--- src/design/charge_pkg.sv ---
package charge_pkg;
  // Timing base
  localparam int CLK_HZ = 50000000;
  localparam int OSC_HZ = 800;
  localparam int MS_PER_S = 1000;
  localparam int S_PER_MIN = 60;
  localparam int CYCLE_MS = 20480;
  localparam int BREAK_MS = 2560;
  localparam int SETTLE_MS = 1280;
  localparam int SYNC_DELAY_MS = 40;
  localparam int SYNC_WIDTH_MS = 10;
  localparam int PULSE_MS = 5120;
  localparam int TRICKLE_PERIOD_MS = 1310720;
  localparam int SLOPE_HOLD_MIN = 5;
  localparam int PREFORM_MIN = 10;
  localparam int TOPOFF_MIN = 20;
  localparam int BLINK_DIV = 1024;

  function automatic int ticks_up(input int ms);
    return (ms * OSC_HZ + MS_PER_S - 1) / MS_PER_S;
  endfunction : ticks_up

  function automatic int cycles_up(input int minutes);
    return (minutes * S_PER_MIN * MS_PER_S + CYCLE_MS - 1) / CYCLE_MS;
  endfunction : cycles_up

  localparam int OSC_DIV = CLK_HZ / OSC_HZ;
  localparam int CYCLE_T = ticks_up(CYCLE_MS);
  localparam int BREAK_T = ticks_up(BREAK_MS);
  localparam int SETTLE_T = ticks_up(SETTLE_MS);
  localparam int SYNC_DELAY_T = ticks_up(SYNC_DELAY_MS);
  localparam int SYNC_END_T = SYNC_DELAY_T + ticks_up(SYNC_WIDTH_MS);
  localparam int PULSE_END_T = BREAK_T + ticks_up(PULSE_MS);
  localparam int TRICKLE_CYC = TRICKLE_PERIOD_MS / CYCLE_MS;
  localparam int SLOPE_HOLD_CYC = cycles_up(SLOPE_HOLD_MIN);
  localparam int PREFORM_CYC = cycles_up(PREFORM_MIN);
  localparam int TOPOFF_CYC = cycles_up(TOPOFF_MIN);
  localparam int TICK_W = $clog2(CYCLE_T);
  localparam int CYC_W = $clog2(TRICKLE_CYC);
  localparam int BLINK_BIT = $clog2(BLINK_DIV) - 1;

  // Converter and termination
  localparam int COARSE_W = 5;
  localparam int FINE_W = 5;
  localparam int CODE_W = COARSE_W + FINE_W;
  localparam int STEP_UV = 6500;
  localparam int NDV_UV = 12000;
  localparam int NDV_LSB = (NDV_UV + STEP_UV - 1) / STEP_UV;
  localparam int NDV_REPEAT = 3;
  localparam int SLOPE_W = 4;
  localparam int SLOPE_HALF = 8;
  localparam int SLOPE_LIMIT = 2;

  typedef enum logic [2:0] {
    NO_BATT = 3'h0,
    PREFORM = 3'h1,
    FAST = 3'h2,
    TOPOFF = 3'h3,
    TRICKLE = 3'h4,
    FAILED = 3'h5
  } mode_e;

  typedef enum logic [1:0] {
    CONV_IDLE = 2'h0,
    CONV_COARSE = 2'h1,
    CONV_FINE = 2'h2
  } conv_e;

  // Comparator levels from the analog front end
  typedef struct packed {
    logic removed;
    logic overload;
    logic batt_low;
    logic below_preform;
    logic temp_ok;
    logic sensor_fault;
    logic dac_above;
  } sense_s;

  typedef struct packed {
    logic failure_indicator;
    logic trickle_indicator;
    logic fast_charge_indicator;
    logic topoff_indicator;
  } ind_s;
endpackage : charge_pkg

--- src/design/charge_ctrl.sv ---
// Function
// (RULE1) Sense at or above 4 V ends fast charge, moves straight to trickle.
// (RULE2) Sense at 5 V reset level resets everything; reinsertion restarts charging.
// (RULE3) Converter is five-bit coarse plus five-bit fine linear count, 6.5 mV steps.
// (RULE4) One measurement per 20.48 s cycle inside a 2.56 s currentless break.
// (RULE5) Break holds 1.28 s settling, then the 1.28 s measurement phase.
// (RULE6) Sync output pulses 10 ms, starting 40 ms into each break.
// (RULE7) Flag a drop when new value is 12 mV below stored value.
// (RULE8) Drop terminates only after three consecutive measurement cycles.
// (RULE9) Four-bit up/down slope counter steps once per fine conversion.
// (RULE10) Slope counter counts up eight cycles then down eight cycles.
// (RULE11) Net count above two LSB after sixteen cycles ends normal charge.
// (RULE12) Second slope counter offset by eight cycles gives decisions every eight.
// (RULE13) No charging with temperature outside window or faulty sensor.
// (RULE14) Over-temperature through a whole cycle switches off permanently with failure shown.
// (RULE15) Indicators per state: none, fast blink, top-off, trickle, failure blink.
// (RULE16) Failure on bad temperature even without battery, or sense below 0.1 V; with no battery the failure blink stays dark.
// (RULE17) Blinking indicators toggle at oscillator frequency over 1024.
// (RULE18) Slope termination suppressed for the first five minutes of fast charge.
// (RULE19) After slope termination, 5.12 s pulses per 20.48 s for 20 minutes.
// (RULE20) Then trickle: one 5.12 s pulse per 1310.72 s until removal.
// (RULE21) Below 1.6 V preform with trickle blinking; failure blink after 10 minutes.
// (RULE22) All timings count oscillator periods; 20.48 s is 16384 periods.
`timescale 1ns/100ps
`default_nettype none
module charge_ctrl #(
  parameter int OSC_DIV = charge_pkg::OSC_DIV
) (
  // Clock and reset
  input wire logic clock,
  input wire logic rst_n,
  input wire logic enable,
  // Comparator levels
  input wire charge_pkg::sense_s sense,
  // Charge control
  output logic charge_on,
  output logic break_sync,
  output logic [charge_pkg::CODE_W-1:0] dac_code,
  // Status indicators
  output charge_pkg::ind_s ind
);
  localparam int TW = charge_pkg::TICK_W;
  localparam int CW = charge_pkg::CYC_W;
  localparam int DW = charge_pkg::CODE_W;
  localparam int FW = charge_pkg::FINE_W;
  localparam int SW = charge_pkg::SLOPE_W;

  typedef struct packed {
    charge_pkg::mode_e mode;
    charge_pkg::conv_e conv;
    logic [TW-1:0] tick;
    logic [CW-1:0] cyc;
    logic [CW-1:0] stage_cyc;
    logic [DW-1:0] code;
    logic [DW-1:0] prev;
    logic [DW-1:0] peak;
    logic [1:0] ndv_cnt;
    logic have_ref;
    logic meas_done;
    logic temp_bad;
    logic perm_off;
    logic late;
    logic charge_on;
    logic sync;
    charge_pkg::ind_s ind;
  } st_s;

  st_s st_q;
  st_s st_d;
  logic osc_tick;
  logic healthy;
  logic ndv_hit;
  logic slope_ok;
  logic slope_step;
  logic slope_clear;
  logic signed [SW-1:0] delta;
  logic [1:0] slope_det;

  function automatic logic in_range(input logic [TW-1:0] t, input int lo, input int hi);
    return (t >= TW'(lo)) && (t < TW'(hi));
  endfunction : in_range

  function automatic logic is_charging(input charge_pkg::mode_e m);
    return m inside {charge_pkg::PREFORM, charge_pkg::FAST, charge_pkg::TOPOFF, charge_pkg::TRICKLE};
  endfunction : is_charging

  osc_tick_gen #(
    .DIV(OSC_DIV)
  ) u_osc (
    .clock(clock),
    .rst_n(rst_n),
    .enable(enable),
    .tick(osc_tick)
  );

  // Two counters half a window apart halve the worst-case termination delay
  for (genvar i = 0; i < 2; i++) begin : g_slope
    slope_counter #(
      .START(SW'(i * charge_pkg::SLOPE_HALF))
    ) u_slope (
      .clock(clock),
      .rst_n(rst_n),
      .enable(enable),
      .clear(slope_clear),
      .step(slope_step),
      .delta(delta),
      .detect(slope_det[i])
    ); // see (RULE12)
  end

  always_comb begin
    logic signed [DW:0] diff;
    diff = $signed({1'b0, st_q.code}) - $signed({1'b0, st_q.prev});
    if (diff > (DW+1)'(2**(SW-1) - 1)) begin
      delta = SW'(2**(SW-1) - 1);
    end else if (diff < -(DW+1)'(2**(SW-1))) begin
      delta = SW'(-(2**(SW-1)));
    end else begin
      delta = diff[SW-1:0];
    end
  end

  assign healthy = !sense.removed && sense.temp_ok && !sense.sensor_fault && !sense.batt_low;
  // One extra bit keeps a code near full scale from wrapping into a false drop
  assign ndv_hit = st_q.have_ref
    && ({1'b0, st_q.code} + (DW+1)'(charge_pkg::NDV_LSB) <= {1'b0, st_q.peak}); // see (RULE7)
  assign slope_step = st_q.meas_done && st_q.mode == charge_pkg::FAST && st_q.have_ref; // see (RULE9)
  assign slope_clear = st_q.mode != charge_pkg::FAST;
  assign slope_ok = (|slope_det) && st_q.stage_cyc >= CW'(charge_pkg::SLOPE_HOLD_CYC); // see (RULE18)

  always_comb begin
    logic wrap;
    logic blink;
    wrap = 1'b0;
    blink = 1'b0;
    st_d = st_q;
    st_d.meas_done = 1'b0;
    // Cycle timebase on oscillator periods
    if (osc_tick) begin // see (RULE22)
      st_d.tick = st_q.tick + TW'(1);
      wrap = st_q.tick == TW'(charge_pkg::CYCLE_T - 1);
      if (wrap) begin
        st_d.cyc = st_q.cyc + CW'(1);
        if (st_q.stage_cyc != '1) begin
          st_d.stage_cyc = st_q.stage_cyc + CW'(1);
        end
      end
      // Linear-count conversion, coarse steps then fine steps
      unique case (st_q.conv)
        charge_pkg::CONV_IDLE: begin
          if (st_q.tick == TW'(charge_pkg::SETTLE_T)) begin // see (RULE5)
            st_d.conv = charge_pkg::CONV_COARSE;
            st_d.code = '0;
          end
        end
        charge_pkg::CONV_COARSE: begin // see (RULE3)
          if (sense.dac_above) begin
            if (st_q.code[DW-1:FW] != '0) begin
              st_d.code = st_q.code - DW'(2**FW);
            end
            st_d.conv = charge_pkg::CONV_FINE;
          end else if (st_q.code[DW-1:FW] == '1) begin
            st_d.conv = charge_pkg::CONV_FINE;
          end else begin
            st_d.code = st_q.code + DW'(2**FW);
          end
        end
        charge_pkg::CONV_FINE: begin
          if (sense.dac_above || st_q.code[FW-1:0] == '1) begin
            if (sense.dac_above && st_q.code[FW-1:0] != '0) begin
              st_d.code = st_q.code - DW'(1);
            end
            st_d.conv = charge_pkg::CONV_IDLE;
            st_d.meas_done = 1'b1;
          end else begin
            st_d.code = st_q.code + DW'(1);
          end
        end
        default: st_d.conv = charge_pkg::CONV_IDLE;
      endcase
    end
    // Drop and slope evaluation once per finished conversion
    if (st_q.meas_done && st_q.mode == charge_pkg::FAST) begin
      st_d.prev = st_q.code;
      if (!st_q.have_ref) begin
        st_d.have_ref = 1'b1;
        st_d.peak = st_q.code;
      end else if (ndv_hit) begin
        st_d.ndv_cnt = st_q.ndv_cnt + 2'h1; // see (RULE8)
      end else begin
        st_d.ndv_cnt = '0;
        if (st_q.code > st_q.peak) begin
          st_d.peak = st_q.code;
        end
      end
    end
    // Temperature must stay bad across a full cycle before it latches
    if (wrap) begin
      st_d.temp_bad = !sense.temp_ok;
      if (st_q.temp_bad && !sense.temp_ok && st_q.mode == charge_pkg::FAILED) begin
        st_d.perm_off = 1'b1; // see (RULE14)
      end
    end
    // Mode sequencing
    unique case (st_q.mode)
      charge_pkg::NO_BATT: begin
        if (!sense.removed) begin
          st_d.stage_cyc = '0;
          st_d.cyc = '0;
          st_d.mode = sense.below_preform ? charge_pkg::PREFORM : charge_pkg::FAST; // see (RULE21)
        end
      end
      charge_pkg::PREFORM: begin
        if (st_q.stage_cyc >= CW'(charge_pkg::PREFORM_CYC)) begin
          st_d.late = 1'b1; // see (RULE21)
        end
        if (sense.overload) begin
          st_d.mode = charge_pkg::TRICKLE;
        end else if (!sense.below_preform) begin
          st_d.mode = charge_pkg::FAST;
          st_d.stage_cyc = '0;
          st_d.late = 1'b0;
        end
      end
      charge_pkg::FAST: begin
        if (sense.overload) begin
          st_d.mode = charge_pkg::TRICKLE; // see (RULE1)
        end else if (st_q.meas_done && ndv_hit && st_q.ndv_cnt == 2'(charge_pkg::NDV_REPEAT - 1)) begin
          st_d.mode = charge_pkg::TRICKLE; // see (RULE8)
        end else if (slope_ok) begin
          st_d.mode = charge_pkg::TOPOFF; // see (RULE11)
          st_d.stage_cyc = '0;
        end
      end
      charge_pkg::TOPOFF: begin
        if (st_q.stage_cyc >= CW'(charge_pkg::TOPOFF_CYC)) begin
          st_d.mode = charge_pkg::TRICKLE; // see (RULE19)
        end
      end
      charge_pkg::TRICKLE: st_d.mode = charge_pkg::TRICKLE; // see (RULE20)
      charge_pkg::FAILED: begin
        if (sense.temp_ok && !sense.sensor_fault && !sense.batt_low && !st_q.perm_off) begin
          st_d.mode = charge_pkg::NO_BATT; // see (RULE14)
        end
      end
      default: st_d.mode = charge_pkg::FAILED;
    endcase
    if (!sense.temp_ok || sense.sensor_fault) begin
      st_d.mode = charge_pkg::FAILED; // see (RULE13)
    end else if (sense.batt_low && is_charging(st_q.mode)) begin
      st_d.mode = charge_pkg::FAILED; // see (RULE16)
    end
    // Removal clears every function; bad temperature selects failed mode, though the zeroed timebase keeps its blink dark
    if (sense.removed) begin // see (RULE2)
      st_d = '0;
      st_d.mode = sense.temp_ok && !sense.sensor_fault ? charge_pkg::NO_BATT : charge_pkg::FAILED; // see (RULE16)
    end
    if (st_d.mode != charge_pkg::FAST) begin
      st_d.have_ref = 1'b0;
      st_d.ndv_cnt = '0;
    end
    // Outputs registered from the next state
    blink = st_d.tick[charge_pkg::BLINK_BIT]; // see (RULE17)
    st_d.sync = in_range(st_d.tick, charge_pkg::SYNC_DELAY_T, charge_pkg::SYNC_END_T); // see (RULE6)
    unique case (st_d.mode)
      charge_pkg::FAST: st_d.charge_on = st_d.tick >= TW'(charge_pkg::BREAK_T); // see (RULE4)
      charge_pkg::TOPOFF: st_d.charge_on = in_range(st_d.tick, charge_pkg::BREAK_T, charge_pkg::PULSE_END_T);
      charge_pkg::TRICKLE: begin
        st_d.charge_on = st_d.cyc == '0 && in_range(st_d.tick, charge_pkg::BREAK_T, charge_pkg::PULSE_END_T);
      end
      default: st_d.charge_on = 1'b0;
    endcase
    st_d.ind.failure_indicator = blink && (st_d.mode == charge_pkg::FAILED || st_d.mode == charge_pkg::PREFORM && st_d.late);
    st_d.ind.trickle_indicator = st_d.mode inside {charge_pkg::TOPOFF, charge_pkg::TRICKLE}
      || blink && st_d.mode == charge_pkg::PREFORM && !st_d.late; // see (RULE15)
    st_d.ind.fast_charge_indicator = blink && st_d.mode == charge_pkg::FAST;
    st_d.ind.topoff_indicator = st_d.mode == charge_pkg::TOPOFF;
  end

  always_ff @(posedge clock or negedge rst_n) begin
    if (!rst_n) begin
      st_q <= '0;
    end else if (enable) begin
      st_q <= st_d;
    end
  end

  assign charge_on = st_q.charge_on;
  assign break_sync = st_q.sync;
  assign dac_code = st_q.code;
  assign ind = st_q.ind;
endmodule : charge_ctrl
`default_nettype wire

--- src/design/osc_tick_gen.sv ---
`timescale 1ns/100ps
`default_nettype none
module osc_tick_gen #(
  parameter int DIV = charge_pkg::OSC_DIV
) (
  // Clock and reset
  input wire logic clock,
  input wire logic rst_n,
  input wire logic enable,
  // Oscillator tick
  output logic tick
);
  localparam int W = $clog2(DIV);

  typedef struct packed {
    logic [W-1:0] cnt;
    logic tick;
  } st_s;

  st_s st_q;
  st_s st_d;

  always_comb begin
    st_d = st_q;
    st_d.tick = 1'b0;
    if (st_q.cnt == W'(DIV - 1)) begin // see (RULE22)
      st_d.cnt = '0;
      st_d.tick = 1'b1;
    end else begin
      st_d.cnt = st_q.cnt + W'(1);
    end
  end

  always_ff @(posedge clock or negedge rst_n) begin
    if (!rst_n) begin
      st_q <= '0;
    end else if (enable) begin
      st_q <= st_d;
    end
  end

  assign tick = st_q.tick;
endmodule : osc_tick_gen
`default_nettype wire

--- src/design/slope_counter.sv ---
`timescale 1ns/100ps
`default_nettype none
module slope_counter #(
  parameter logic [charge_pkg::SLOPE_W-1:0] START = '0
) (
  // Clock and reset
  input wire logic clock,
  input wire logic rst_n,
  input wire logic enable,
  // Per-measurement step
  input wire logic clear,
  input wire logic step,
  input wire logic signed [charge_pkg::SLOPE_W-1:0] delta,
  // Decision
  output logic detect
);
  localparam int W = charge_pkg::SLOPE_W;

  typedef struct packed {
    logic [W-1:0] phase;
    logic signed [W-1:0] acc;
    logic detect;
  } st_s;

  st_s st_q;
  st_s st_d;

  function automatic logic signed [W-1:0] sat(input logic signed [W:0] v);
    if (v > (W+1)'(2**(W-1) - 1)) return W'(2**(W-1) - 1);
    if (v < -(W+1)'(2**(W-1))) return W'(-(2**(W-1)));
    return v[W-1:0];
  endfunction : sat

  always_comb begin
    st_d = st_q;
    st_d.detect = 1'b0;
    if (clear) begin
      st_d.phase = START;
      st_d.acc = '0;
    end else if (step) begin // see (RULE9)
      // Up for the first half, down for the second: net is the slope change
      if (st_q.phase < W'(charge_pkg::SLOPE_HALF)) begin // see (RULE10)
        st_d.acc = sat({st_q.acc[W-1], st_q.acc} + {delta[W-1], delta});
      end else begin
        st_d.acc = sat({st_q.acc[W-1], st_q.acc} - {delta[W-1], delta});
      end
      st_d.phase = st_q.phase + W'(1);
      if (st_q.phase == W'(2 * charge_pkg::SLOPE_HALF - 1)) begin
        st_d.detect = st_d.acc > W'(charge_pkg::SLOPE_LIMIT); // see (RULE11)
        st_d.acc = '0;
      end
    end
  end

  always_ff @(posedge clock or negedge rst_n) begin
    if (!rst_n) begin
      st_q <= '{phase: START, acc: '0, detect: 1'b0};
    end else if (enable) begin
      st_q <= st_d;
    end
  end

  assign detect = st_q.detect;
endmodule : slope_counter
`default_nettype wire

--- config.mk ---
export PLATFORM = sky130hd
export DESIGN_NAME = charge_ctrl
export DESIGN_NICKNAME = d
export VERILOG_FILES = /design/src/design/charge_pkg.sv /design/src/design/charge_ctrl.sv /design/src/design/osc_tick_gen.sv /design/src/design/slope_counter.sv
export SDC_FILE = /design/constraint.sdc
export NUM_CORES = 1
export LEC_CHECK = 0
export BUFFER_PORTS_ARGS = -buffer_cell sky130_fd_sc_hd__buf_2
export CAP_MARGIN = 5
export CORE_MARGIN = 8
export CORE_UTILIZATION = 45
export CTS_BUF_LIST = sky130_fd_sc_hd__clkbuf_4 sky130_fd_sc_hd__clkbuf_8
export DETAILED_ROUTE_END_ITERATION = 6
export PLACE_DENSITY_LB_ADDON = 0.1
export SYNTH_ARGS = -nofsm -noshare
export SYNTH_HDL_FRONTEND = slang
export SYNTH_SLANG_ARGS = --single-unit
--- constraint.sdc ---
create_clock -name clock -period 4.6 [get_ports clock]
set_clock_uncertainty 0.05 [all_clocks]
set_input_delay 0.46 -clock clock [delete_from_list [all_inputs] [get_ports clock]]
set_output_delay 0.46 -clock clock [all_outputs]
set_load 0.02 [all_outputs]
==> impl_metrics.tcl, run 1 <==
set metrics [dict create \
    outcome "finished, final reports clean" \
    final_hold_violation_count 0 \
    synthesis.nets 1023 \
    coreArea_um2 18000 \
    clock_path_buffers 2 \
    post_synth_num_cell_types 77 \
    antenna_found_initial 0 \
    clock_sink_count 109 \
    ant_nets 0 \
    die_outline_height_um 151 \
    yosys.area.top_type_share_pct 32.9 \
    critPathRequiredTime_ns 4.83 \
    yosys.area_share.adder_pct 14.4 \
    fp.dieW_um 151 \
    min_path_type "primary input to flip-flop" \
    grt_use_total_pct 17.6 \
    post_synth_xor_area_fraction_pct 5.86 \
    gpl.final_weighted_congestion 0.794 \
    numPlacedInstances 1172 \
    rsz_0062_raised_after_global_routing "true" \
    yosysTopAreaCell "sky130_fd_sc_hd__dfrtp_1" \
    max_slew_margin_pct 51.2 \
    total_number_of_vias 6644 \
    drv_cap 0 \
    final_net_count 1056 \
    achievable-frequency_mhz 222 \
    crit_path_max_fanout 6 \
    via_count_of_the_first_global_routing_pass 6438 \
    maximum_number_of_pins_on_one_net_before_global_route_repair 48 \
    netlist_instances 932 \
    worst_setup_path_end_kind "flip-flop" \
    worst_skew_pair.late_latency_ns 0.40 \
    yosys.area_share.simple_pct 18.3 \
    tritoncts "built" \
    clk_pin_slew_ns 0.11 \
    yosysWarnings 0 \
    io_pins 26 \
    final_period_minus_worst_setup_slack_ns 4.50 \
    finalCritPeriodShare_pct 97.8 \
    routed_wire_length_per_instance_um 16.1 \
    critical_path.slowest_cell "sky130_fd_sc_hd__dfrtp_1" \
    drtIter0Drc 343 \
    ys_async_sr_fraction_pct 100 \
    largest_family_of_logic_cells_by_synthesized_area "simple AND/OR/NAND/NOR gates" \
    crit_path_class "flip-flop to flip-flop" \
    post_drt_via_cell_ratio 5.54 \
    synth_flop_cell "sky130_fd_sc_hd__dfrtp_1" \
    drt-total-wl_um 19300 \
    synth.mux.area_fraction_pct 4.05 \
    tightest_slew_ns 0.733 \
    io_buffers 25 \
    layout-drive-gt1-share_pct 16.3 \
    final_area_um2 9200 \
    design.die.area_um2 22800 \
    route.detailed.drc 0 \
    dp.final_hpwl_um 14100 \
    synth_edf_count 0 \
    fraction_of_the_yosys_area_taken_by_sequential_cells_pct 33.2 \
    insertedDiodeCount 0 \
    cts_made_buffers 9 \
    initial_core_util_pct 45.7 \
    critical_path.startpoint_type "flip-flop" \
    final_cell_count_no_fill 1199 \
    power.ir.vdd_worst_uv 142 \
    detail_route.first_pass.iterations 5 \
    power.static_leakage_nw 4.12 \
    timing_max_transition_violations_final 0 \
    post_synth_most_frequent_cells "108 x sky130_fd_sc_hd__dfrtp_1, 96 x sky130_fd_sc_hd__nand2_1, 74 x sky130_fd_sc_hd__ha_1, 68 x sky130_fd_sc_hd__o21ai_0, 60 x sky130_fd_sc_hd__inv_1" \
    clock-root-buffer "sky130_fd_sc_hd__clkbuf_8" \
    post-synth-top-count-cell "sky130_fd_sc_hd__dfrtp_1" \
    max_stage_delay_ns 0.40 \
    cp_buf_inv_count 4 \
    powerDensity_nw_per_um2 196 \
    worst_ep_arrival_time_ns 4.73 \
    timing.critical_path.cells "inv_2 -> ha_4 -> inv_2 -> fa_2 -> a21o_1 -> a41oi_2 -> nand3_2 -> and3_4 -> or2_4 -> nor4_4 -> a31oi_4 -> buf_12 -> o21ai_4 -> buf_6 -> ha_4 -> a2111oi_4 -> a21o_1 -> maj3_2 -> mux2i_2 -> nor2b_2 -> o21ai_1 -> o21ai_1" \
    complex_gate_fraction_of_the_synthesized_area_pct 18.1 \
    cts-htree-levels 3 \
    kind_of_cell_adding_the_most_delay_to_the_critical_path "compound AO/OA/AOI/OAI gates" \
    row_count 49 \
    avgSynthCellArea_um2 8.81 \
    grt_first_pass_wirelength_um 32600 \
    timing.final.setup_violations 0 \
    synth.cell_area_um2 8210 \
    area_delta_synth_final_pct 12.0 \
    yosys-top-cells-area "sky130_fd_sc_hd__dfrtp_1 33%, sky130_fd_sc_hd__ha_1 11%, sky130_fd_sc_hd__nand2_1 4.4%" \
    placed_area_um2 8680 \
    global_route_total_overflow 0 \
    ys_seq_elements 109 \
]
==> per-layer routing <==
layer  vias to the layer above  share of wire, %  track usage, %
met5                         -                 0               0
met4                         0              0.79            3.81
li1                       3366                 -               -
met2                        74                46            28.0
met3                        11               3.0            3.08
met1                      3193                50            24.6
==> power by group <==
group          internal (mW)  switching (mW)
Clock                  0.210           0.394
Combinational         0.0643           0.109
Sequential             0.986          0.0385
Total                   1.26           0.541
==> worst paths after layout <==
| check | start | to | slack [ns] | cells after the start |
|---|---|---|---|---|
| setup reg to reg | dac_code[0] | g_slope[1].u_slope.detect | 0.10 | 22 |
| max in group asynchronous | rst_n | st_q[27] | 3.07 | 3 |
| setup / recovery | dac_code[0] | g_slope[1].u_slope.detect | 0.10 | 22 |
| hold reg to reg | st_q[28] | st_q[28] | 0.44 | 2 |
| min in group asynchronous | rst_n | st_q[54] | 0.47 | 2 |
| hold / removal | sense[2] | st_q[8] | 0.37 | 4 |
==> cell usage in the layout (no fill, tap or decap), drive strengths merged, types with 5 or more instances in the layout <==
master and n:
inv 64, nor4 9, a41oi 5, nor3 21, buf 71, a31oi 11, o22ai 7, a22o 6
nor2b 12, a21oi 52, a21o 18, or2 5, dfrtp 108, nand2 96, o21ai 69, nor2 55
clkbuf 9, a21boi 5, xnor2 35, o31ai 6, nand3 40, and3 14, and2 7, ha 74
xor2 20, mux2i 22, fa 7, maj3 12, nand4 16, o21a 5, mux2 10, nand2b 11
o2bb2ai 9
==> tightest hold or removal path, cell delays in order <==
cell and delay, ns:
sky130_fd_sc_hd__buf_2 0.09, sky130_fd_sc_hd__nor3_1 0.06, sky130_fd_sc_hd__a21oi_1 0.11, sky130_fd_sc_hd__o2bb2ai_1 0.08
==> kinds of logic after synthesis <==
kind of cell               after synthesis
AOI/OAI and AO/OA                      228
and+or+nand+nor                        304
adders and majority gates               93
buffers and inverters                  111
muxes                                   32
xor gates and xnor gates                55
DFF                                    109
==> stage by stage <==
step	hold WS [ns]	power, mW	utilization (%)	setup TNS, ns	setup slack [ns]
3_3_place_gp	0.377	1.22	48.3	0	0.00363
4_1_cts	0.358	1.83	49.9	0	0.0121
2_1_floorplan	0.114	1.15	-	0	0.0223
5_1_grt	0.387	1.89	51.2	-0.287	-0.114
3_5_place_dp	0.379	1.22	48.3	-0.337	-0.133
6_report	0.373	1.80	51.2	0	0.102
==> layout make-up <==
cell class | instances | area [um^2]
multi-input combinational | 712 | 5260
sequential | 109 | 2730
clock inverter | 7 | 63.8
fill | 1721 | 8770
tap | 229 | 287
timing repair buffer | 72 | 507
inverter | 61 | 229
clock buffer | 9 | 124
==> registers in the layout (all words and copies together), names as in the netlist <==
register and cells:
ind 4, st_q 58, g_slope.u_slope.st_q 16, g_slope.u_slope.detect 2, u_osc.st_q 16, u_osc.tick 1, charge_on 1, dac_code 10
break_sync 1
==> timing repair <==
action / in CTS / in global routing
pin swaps: 7 / 21
endpoints found under the setup margin: 6 / 10
hold buffers: 1 / 0
setup buffers: 3 / 7
gates resized for setup: 13 / 41
hold endpoints to repair: 29 / 0
cloned: 0 / 0
(Power assumes the default switching activity.)
==> inputs of run 2 (changes only) <==
--- a/config.mk
+++ b/config.mk
@@ -12,6 +12,8 @@
 export CTS_BUF_LIST = sky130_fd_sc_hd__clkbuf_4 sky130_fd_sc_hd__clkbuf_8
 export DETAILED_ROUTE_END_ITERATION = 6
 export PLACE_DENSITY_LB_ADDON = 0.1
+export RECOVER_POWER = 25
+export REMOVE_ABC_BUFFERS = 1
 export SYNTH_ARGS = -nofsm -noshare
 export SYNTH_HDL_FRONTEND = slang
 export SYNTH_SLANG_ARGS = --single-unit
==> impl_metrics.tcl, run 2 (synthesized netlist as in run 1, its figures left out) <==
set metrics [dict create \
    routed_wire_length_per_instance_um 16.1 \
    insertedDiodeCount 0 \
    grt_use_total_pct 17.8 \
    hold_ws_ns 0.389 \
    tightest_slew_ns 2.57 \
    timing_max_transition_violations_final 47 \
    critPathRequiredTime_ns 4.83 \
    reg_top3 "st_q x58, g_slope.u_slope.st_q x16, u_osc.st_q x16" \
    min_path_type "primary input to flip-flop" \
    timing.final.setup_violations 0 \
    hold_endpoint "st_q[8]" \
    gpl.final_weighted_congestion 0.804 \
    final_common_cell "sky130_fd_sc_hd__dfrtp_1" \
    reg2reg_depth 23 \
    crit-reg2reg-capture "g_slope[0].u_slope.detect" \
    dp.final_hpwl_um 14100 \
    io_buffers 25 \
    violations_in_the_final_reports "max-capacitance violations, max-slew violations" \
    largest-register "st_q" \
    clock_path_buffers 2 \
    crit_path_class "flip-flop to flip-flop" \
    route.detailed.drc 0 \
    achievable-frequency_mhz 223 \
    startpoint_of_the_lowest_slack_register_to_register_path "dac_code[0]" \
    io_pins 26 \
    cts_made_buffers 9 \
    powerDensity_nw_per_um2 199 \
    coreArea_um2 18000 \
    drv_cap 1 \
    clk_pin_slew_ns 0.12 \
    max_slew_margin_pct -71.4 \
    drtIter0Drc 388 \
    clock_sink_count 109 \
    fillerInstances 1706 \
    final_net_count 1062 \
    hold_path_startpoint "sense[2]" \
    row_count 49 \
    initial_core_util_pct 45.7 \
    fp.dieW_um 151 \
    final_hold_violation_count 0 \
    area_delta_synth_final_pct 12.7 \
    most-common-layout-cells "108 x sky130_fd_sc_hd__dfrtp_1, 96 x sky130_fd_sc_hd__nand2_1, 68 x sky130_fd_sc_hd__ha_1, 62 x sky130_fd_sc_hd__o21ai_0, 58 x sky130_fd_sc_hd__inv_1" \
    drt-total-wl_um 19400 \
    rsz_0062_raised_after_global_routing "true" \
    tritoncts "built" \
    ant_nets 0 \
    worst_hold_path.num_cells 4 \
    largest_register_ffs 58 \
    cts-htree-levels 3 \
    grt_first_pass_wirelength_um 33200 \
    detail_route.first_pass.iterations 5 \
    outcome "finished with violations" \
    total_number_of_vias 6735 \
    design.die.area_um2 22800 \
    worst_ep_arrival_time_ns 4.71 \
    maximum_number_of_pins_on_one_net_before_global_route_repair 55 \
    via_count_of_the_first_global_routing_pass 6610 \
    layout-drive-gt1-share_pct 17.0 \
    worst_setup_path_end_kind "flip-flop" \
    antenna_found_initial 0 \
    critical_path.startpoint_type "flip-flop" \
    final_period_minus_worst_setup_slack_ns 4.48 \
    crit_path_max_fanout 8 \
    die_outline_height_um 151 \
    global_route_total_overflow 0 \
    post_drt_via_cell_ratio 5.59 \
    post-route-util_pct 51.5 \
    worst_skew_pair.late_latency_ns 0.41 \
    power.ir.vdd_worst_uv 239 \
    r2r_setup_slk_ns 0.12 \
    setup_tns_ns 0 \
    clock-root-buffer "sky130_fd_sc_hd__clkbuf_8" \
    finalCritPeriodShare_pct 97.4 \
    power.static_leakage_nw 4.15 \
]
## run 2: worst max path at each step
stage	start	to	slack, ns	depth (start not counted)
2_1_floorplan	dac_code[0]	g_slope[0].u_slope.detect	-0.44	21
3_3_place_gp	dac_code[0]	g_slope[1].u_slope.detect	-0.12	22
3_5_place_dp	dac_code[0]	g_slope[1].u_slope.detect	-0.32	22
4_1_cts	dac_code[0]	g_slope[1].u_slope.detect	0.008	23
5_1_grt	dac_code[0]	g_slope[0].u_slope.detect	-0.18	23
6_report	dac_code[0]	g_slope[0].u_slope.detect	0.12	23
## run 2: area by class of cell
type,instances,area (um^2),area share [%]
inverters,61,229,2.47
flip-flops and latches,109,2730,29.5
repair buffers,78,528,5.70
multi-input cells,712,5270,56.9
clock inverters,7,96.3,1.04
well taps,229,287,3.09
clock buffers,9,124,1.34
## run 2: timing repair
| item | CTS | global route |
|---|---|---|
| pin swaps | 8 | 25 |
| setup endpoints to repair | 9 | 10 |
| hold endpoints to repair | 9 | 0 |
| buffers inserted | 4 | 12 |
| hold buffers | 1 | 0 |
| resized for setup | 23 | 44 |
## run 2: per-stage QoR
stage	cell area, um^2	setup WS, ns	instances	power, mW
floorplan	7950	-0.440	882	1.14
global placement	8640	-0.123	1172	1.22
detailed placement	8640	-0.322	1172	1.22
CTS	9020	0.00794	1193	1.87
global route	9260	-0.176	1205	1.93
finish	9260	0.120	1205	1.84
## run 2: routing by layer
metal	vias to the layer above	share of wire (%)	track usage (%)
met4	0	0.61	2.87
met3	11	2.9	3.08
met2	87	47	29.3
li1	3393	-	-
met1	3244	50	24.4
met5	-	0	0
## run 2: report_power, final
group          internal [mW]  switching, mW  leakage [nW]
sequential             0.986         0.0392          1.50
combinational         0.0638          0.110          2.54
clock                  0.228          0.414         0.109
## run 2: worst max-delay path, cell delays in order, from the launching register on
cell                        delay (ns)
sky130_fd_sc_hd__dfrtp_1          0.41
sky130_fd_sc_hd__inv_2            0.08
sky130_fd_sc_hd__ha_4             0.13
sky130_fd_sc_hd__inv_2            0.03
sky130_fd_sc_hd__fa_2             0.36
sky130_fd_sc_hd__a21o_1           0.21
sky130_fd_sc_hd__a41oi_2          0.24
sky130_fd_sc_hd__nand3_2          0.12
sky130_fd_sc_hd__a21oi_2          0.14
sky130_fd_sc_hd__or2_4            0.14
sky130_fd_sc_hd__nand4_1          0.13
sky130_fd_sc_hd__o31ai_4          0.32
sky130_fd_sc_hd__buf_4            0.17
sky130_fd_sc_hd__a21oi_2          0.05
sky130_fd_sc_hd__buf_6            0.15
sky130_fd_sc_hd__buf_4            0.13
sky130_fd_sc_hd__fa_2             0.38
sky130_fd_sc_hd__a2111oi_4        0.32
sky130_fd_sc_hd__a21o_1           0.19
sky130_fd_sc_hd__maj3_1           0.19
sky130_fd_sc_hd__mux2i_1          0.08
sky130_fd_sc_hd__nor2b_2          0.17
sky130_fd_sc_hd__o21ai_1          0.11
sky130_fd_sc_hd__o21ai_1          0.07
==> inputs of run 3 (changes only) <==
--- a/config.mk
+++ b/config.mk
@@ -13,7 +13,7 @@
 export DETAILED_ROUTE_END_ITERATION = 6
 export PLACE_DENSITY_LB_ADDON = 0.1
 export RECOVER_POWER = 25
-export REMOVE_ABC_BUFFERS = 1
+export SETUP_SLACK_MARGIN = 0.1
 export SYNTH_ARGS = -nofsm -noshare
 export SYNTH_HDL_FRONTEND = slang
 export SYNTH_SLANG_ARGS = --single-unit
==> impl_metrics.tcl, run 3 (synthesized netlist as in run 1, its figures left out) <==
set metrics [dict create \
    outcome "finished with violations" \
    violations_in_the_final_reports "max-capacitance violations, max-slew violations" \
    area_delta_synth_final_pct 11.4 \
    sw_frac_of_total_pct 29.7 \
    dp.final_hpwl_um 14000 \
    final_net_count 1049 \
    tritoncts "built" \
    drv_cap 2 \
    kind_of_cell_adding_the_most_delay_to_the_critical_path "compound AO/OA/AOI/OAI gates" \
    post-route-util_pct 50.9 \
    share_seq_of_total_power_pct 56.8 \
    cts_made_buffers 9 \
    clk_pin_slew_ns 0.11 \
    tightest_slew_ns 1.70 \
    final_cell_count_no_fill 1192 \
    clock_sink_count 109 \
    post_drt_via_cell_ratio 5.57 \
    internal_power_mw 1.27 \
    timing_max_transition_violations_final 65 \
    io_pins 26 \
    worst_setup_startpoint "dac_code[0]" \
    largest-register "st_q" \
    final_area_um2 9150 \
    grt_use_total_pct 17.3 \
    hold_path_startpoint "sense[2]" \
    placed_area_um2 8590 \
    r2r_setup_slk_ns 0.14 \
    drtIter0Drc 234 \
    achievable-frequency_mhz 224 \
    sequential_cell_area_um2 2730 \
    postLayoutSetupSlackWorst_ns 0.142 \
    largest_register_ffs 58 \
    antenna_found_initial 0 \
    row_count 49 \
    setup_tns_ns 0 \
    power.ir.vdd_worst_uv 172 \
    fp.dieW_um 151 \
    crit_path_class "flip-flop to flip-flop" \
    most-common-layout-cells "108 x sky130_fd_sc_hd__dfrtp_1, 95 x sky130_fd_sc_hd__nand2_1, 69 x sky130_fd_sc_hd__ha_1, 64 x sky130_fd_sc_hd__o21ai_0, 58 x sky130_fd_sc_hd__inv_1" \
    final_common_cell "sky130_fd_sc_hd__dfrtp_1" \
    finalCritPeriodShare_pct 96.9 \
    layout-drive-gt1-share_pct 16.0 \
    fillerInstances 1734 \
    initial_core_util_pct 45.7 \
    timing.final.setup_violations 0 \
    worst_hold_path.num_cells 4 \
    hold_endpoint "st_q[8]" \
    worst_ep_arrival_time_ns 4.70 \
    reg2reg_depth 23 \
    clock_path_buffers 2 \
    io_buffers 25 \
    hold_ws_ns 0.360 \
    clock-root-buffer "sky130_fd_sc_hd__clkbuf_8" \
    grt_first_pass_wirelength_um 32000 \
    worst_setup_path_end_kind "flip-flop" \
    route.detailed.drc 0 \
    min_path_type "primary input to flip-flop" \
    design.die.area_um2 22800 \
    final_hold_violation_count 0 \
    drt-total-wl_um 19000 \
    die_outline_height_um 151 \
    rsz_0062_raised_after_global_routing "true" \
    via_count_of_the_first_global_routing_pass 6469 \
    final_period_minus_worst_setup_slack_ns 4.46 \
    max_slew_margin_pct -13.6 \
    maximum_number_of_pins_on_one_net_before_global_route_repair 49 \
    switching_power_mw 0.536 \
    insertedDiodeCount 0 \
    multiInputGateArea_um2 5280 \
    numPlacedInstances 1160 \
    power.static_leakage_nw 4.08 \
    place_worst_setup_slack_ns -0.123 \
    worst_skew_pair.late_latency_ns 0.41 \
    timing.critical_path.cells "inv_2 -> ha_4 -> inv_2 -> fa_2 -> a21o_1 -> a41oi_2 -> nand3_2 -> a21oi_2 -> or2_4 -> nand4_1 -> o31ai_4 -> buf_4 -> a21oi_4 -> buf_6 -> buf_6 -> fa_2 -> a2111oi_4 -> a21o_1 -> maj3_2 -> mux2i_2 -> nor2b_2 -> o21ai_1 -> o21ai_1" \
    powerDensity_nw_per_um2 197 \
    gpl.final_weighted_congestion 0.797 \
    critPathRequiredTime_ns 4.84 \
    critical_path.slowest_cell "sky130_fd_sc_hd__dfrtp_1" \
    reg_top3 "st_q x58, g_slope.u_slope.st_q x16, u_osc.st_q x16" \
    detail_route.first_pass.iterations 4 \
    crit-reg2reg-capture "g_slope[1].u_slope.detect" \
    clock_power_share_pct 33.7 \
    coreArea_um2 18000 \
    routed_wire_length_per_instance_um 16.0 \
    cp_buf_inv_count 5 \
    total_number_of_vias 6637 \
    max_stage_delay_ns 0.40 \
    cts-htree-levels 3 \
    startpoint_of_the_lowest_slack_register_to_register_path "dac_code[0]" \
    ant_nets 0 \
    critical_path.startpoint_type "flip-flop" \
    power.combinational.fraction_pct 9.5 \
    crit_path_max_fanout 4 \
    total_power_mw 1.80 \
    global_route_total_overflow 0 \
]
[run 3: cell count changes in the layout (fill, tap and decap cells not counted), moves of 2 or more]
cell | before | now
sky130_fd_sc_hd__mux2_2 | 8 | 10
sky130_fd_sc_hd__o21ai_0 | 62 | 64
sky130_fd_sc_hd__buf_4 | 49 | 35
sky130_fd_sc_hd__ha_2 | 3 | 1
sky130_fd_sc_hd__clkinv_8 | 3 | 0
sky130_fd_sc_hd__clkinv_4 | 0 | 2
sky130_fd_sc_hd__o21ai_1 | 6 | 4
sky130_fd_sc_hd__a21oi_1 | 44 | 42
sky130_fd_sc_hd__inv_8 | 2 | 4
sky130_fd_sc_hd__xnor2_2 | 2 | 4
sky130_fd_sc_hd__xnor2_1 | 33 | 31
sky130_fd_sc_hd__mux2_4 | 2 | 0
[run 3: worst reg2reg max path, stage by stage (launching register included)]
cell                        delay [ns]
sky130_fd_sc_hd__dfrtp_1          0.40
sky130_fd_sc_hd__inv_2            0.08
sky130_fd_sc_hd__ha_4             0.14
sky130_fd_sc_hd__inv_2            0.03
sky130_fd_sc_hd__fa_2             0.33
sky130_fd_sc_hd__a21o_1           0.21
sky130_fd_sc_hd__a41oi_2          0.23
sky130_fd_sc_hd__nand3_2          0.12
sky130_fd_sc_hd__a21oi_2          0.16
sky130_fd_sc_hd__or2_4            0.14
sky130_fd_sc_hd__nand4_1          0.14
sky130_fd_sc_hd__o31ai_4          0.31
sky130_fd_sc_hd__buf_4            0.18
sky130_fd_sc_hd__a21oi_4          0.05
sky130_fd_sc_hd__buf_6            0.14
sky130_fd_sc_hd__buf_6            0.11
sky130_fd_sc_hd__fa_2             0.39
sky130_fd_sc_hd__a2111oi_4        0.35
sky130_fd_sc_hd__a21o_1           0.18
sky130_fd_sc_hd__maj3_2           0.21
sky130_fd_sc_hd__mux2i_2          0.07
sky130_fd_sc_hd__nor2b_2          0.16
sky130_fd_sc_hd__o21ai_1          0.12
sky130_fd_sc_hd__o21ai_1          0.07
[run 3: area by class of cell]
class / count / share of cell area [%]
tap: 229 / 3.13
timing repair buffer: 65 / 4.75
clock buffer: 9 / 1.35
multi-input combinational: 712 / 57.7
inverter: 61 / 2.50
clock inverter: 7 / 0.780
sequential: 109 / 29.8
[run 3: worst max-delay path by stage]
stage / endpoint / depth (start not counted)
final: g_slope[1].u_slope.detect / 23
after global placement: g_slope[1].u_slope.detect / 21
after global routing: g_slope[1].u_slope.detect / 23
after detailed placement: g_slope[1].u_slope.detect / 21
after CTS: g_slope[1].u_slope.detect / 22
after floorplan: g_slope[0].u_slope.detect / 22
[run 3: per-layer routing]
layer | global-route usage, % | vias to the layer above | part of all wire [%]
met1 | 23.9 | 3205 | 51
met3 | 2.60 | 12 | 1.8
met4 | 3.81 | 0 | 0.90
li1 | - | 3368 | -
met2 | 28.0 | 52 | 47
met5 | 0 | - | 0
[run 3: timing repair]
action                     in CTS  in global routing
resized for setup              22                 35
hold buffers                    1                  0
setup endpoints to repair       7                  9
hold endpoints to repair       28                  0
pin swaps                      11                 14
buffers inserted                7                  8
[run 3: power groups by stage]
stage	logic, mW	clock network, mW	registers [mW]
finish	0.171	0.607	1.02
global route	0.197	0.668	1.03
CTS	0.176	0.633	1.02
detailed placement	0.174	0	1.04
global placement	0.173	0	1.04
floorplan	0.123	0	1.03
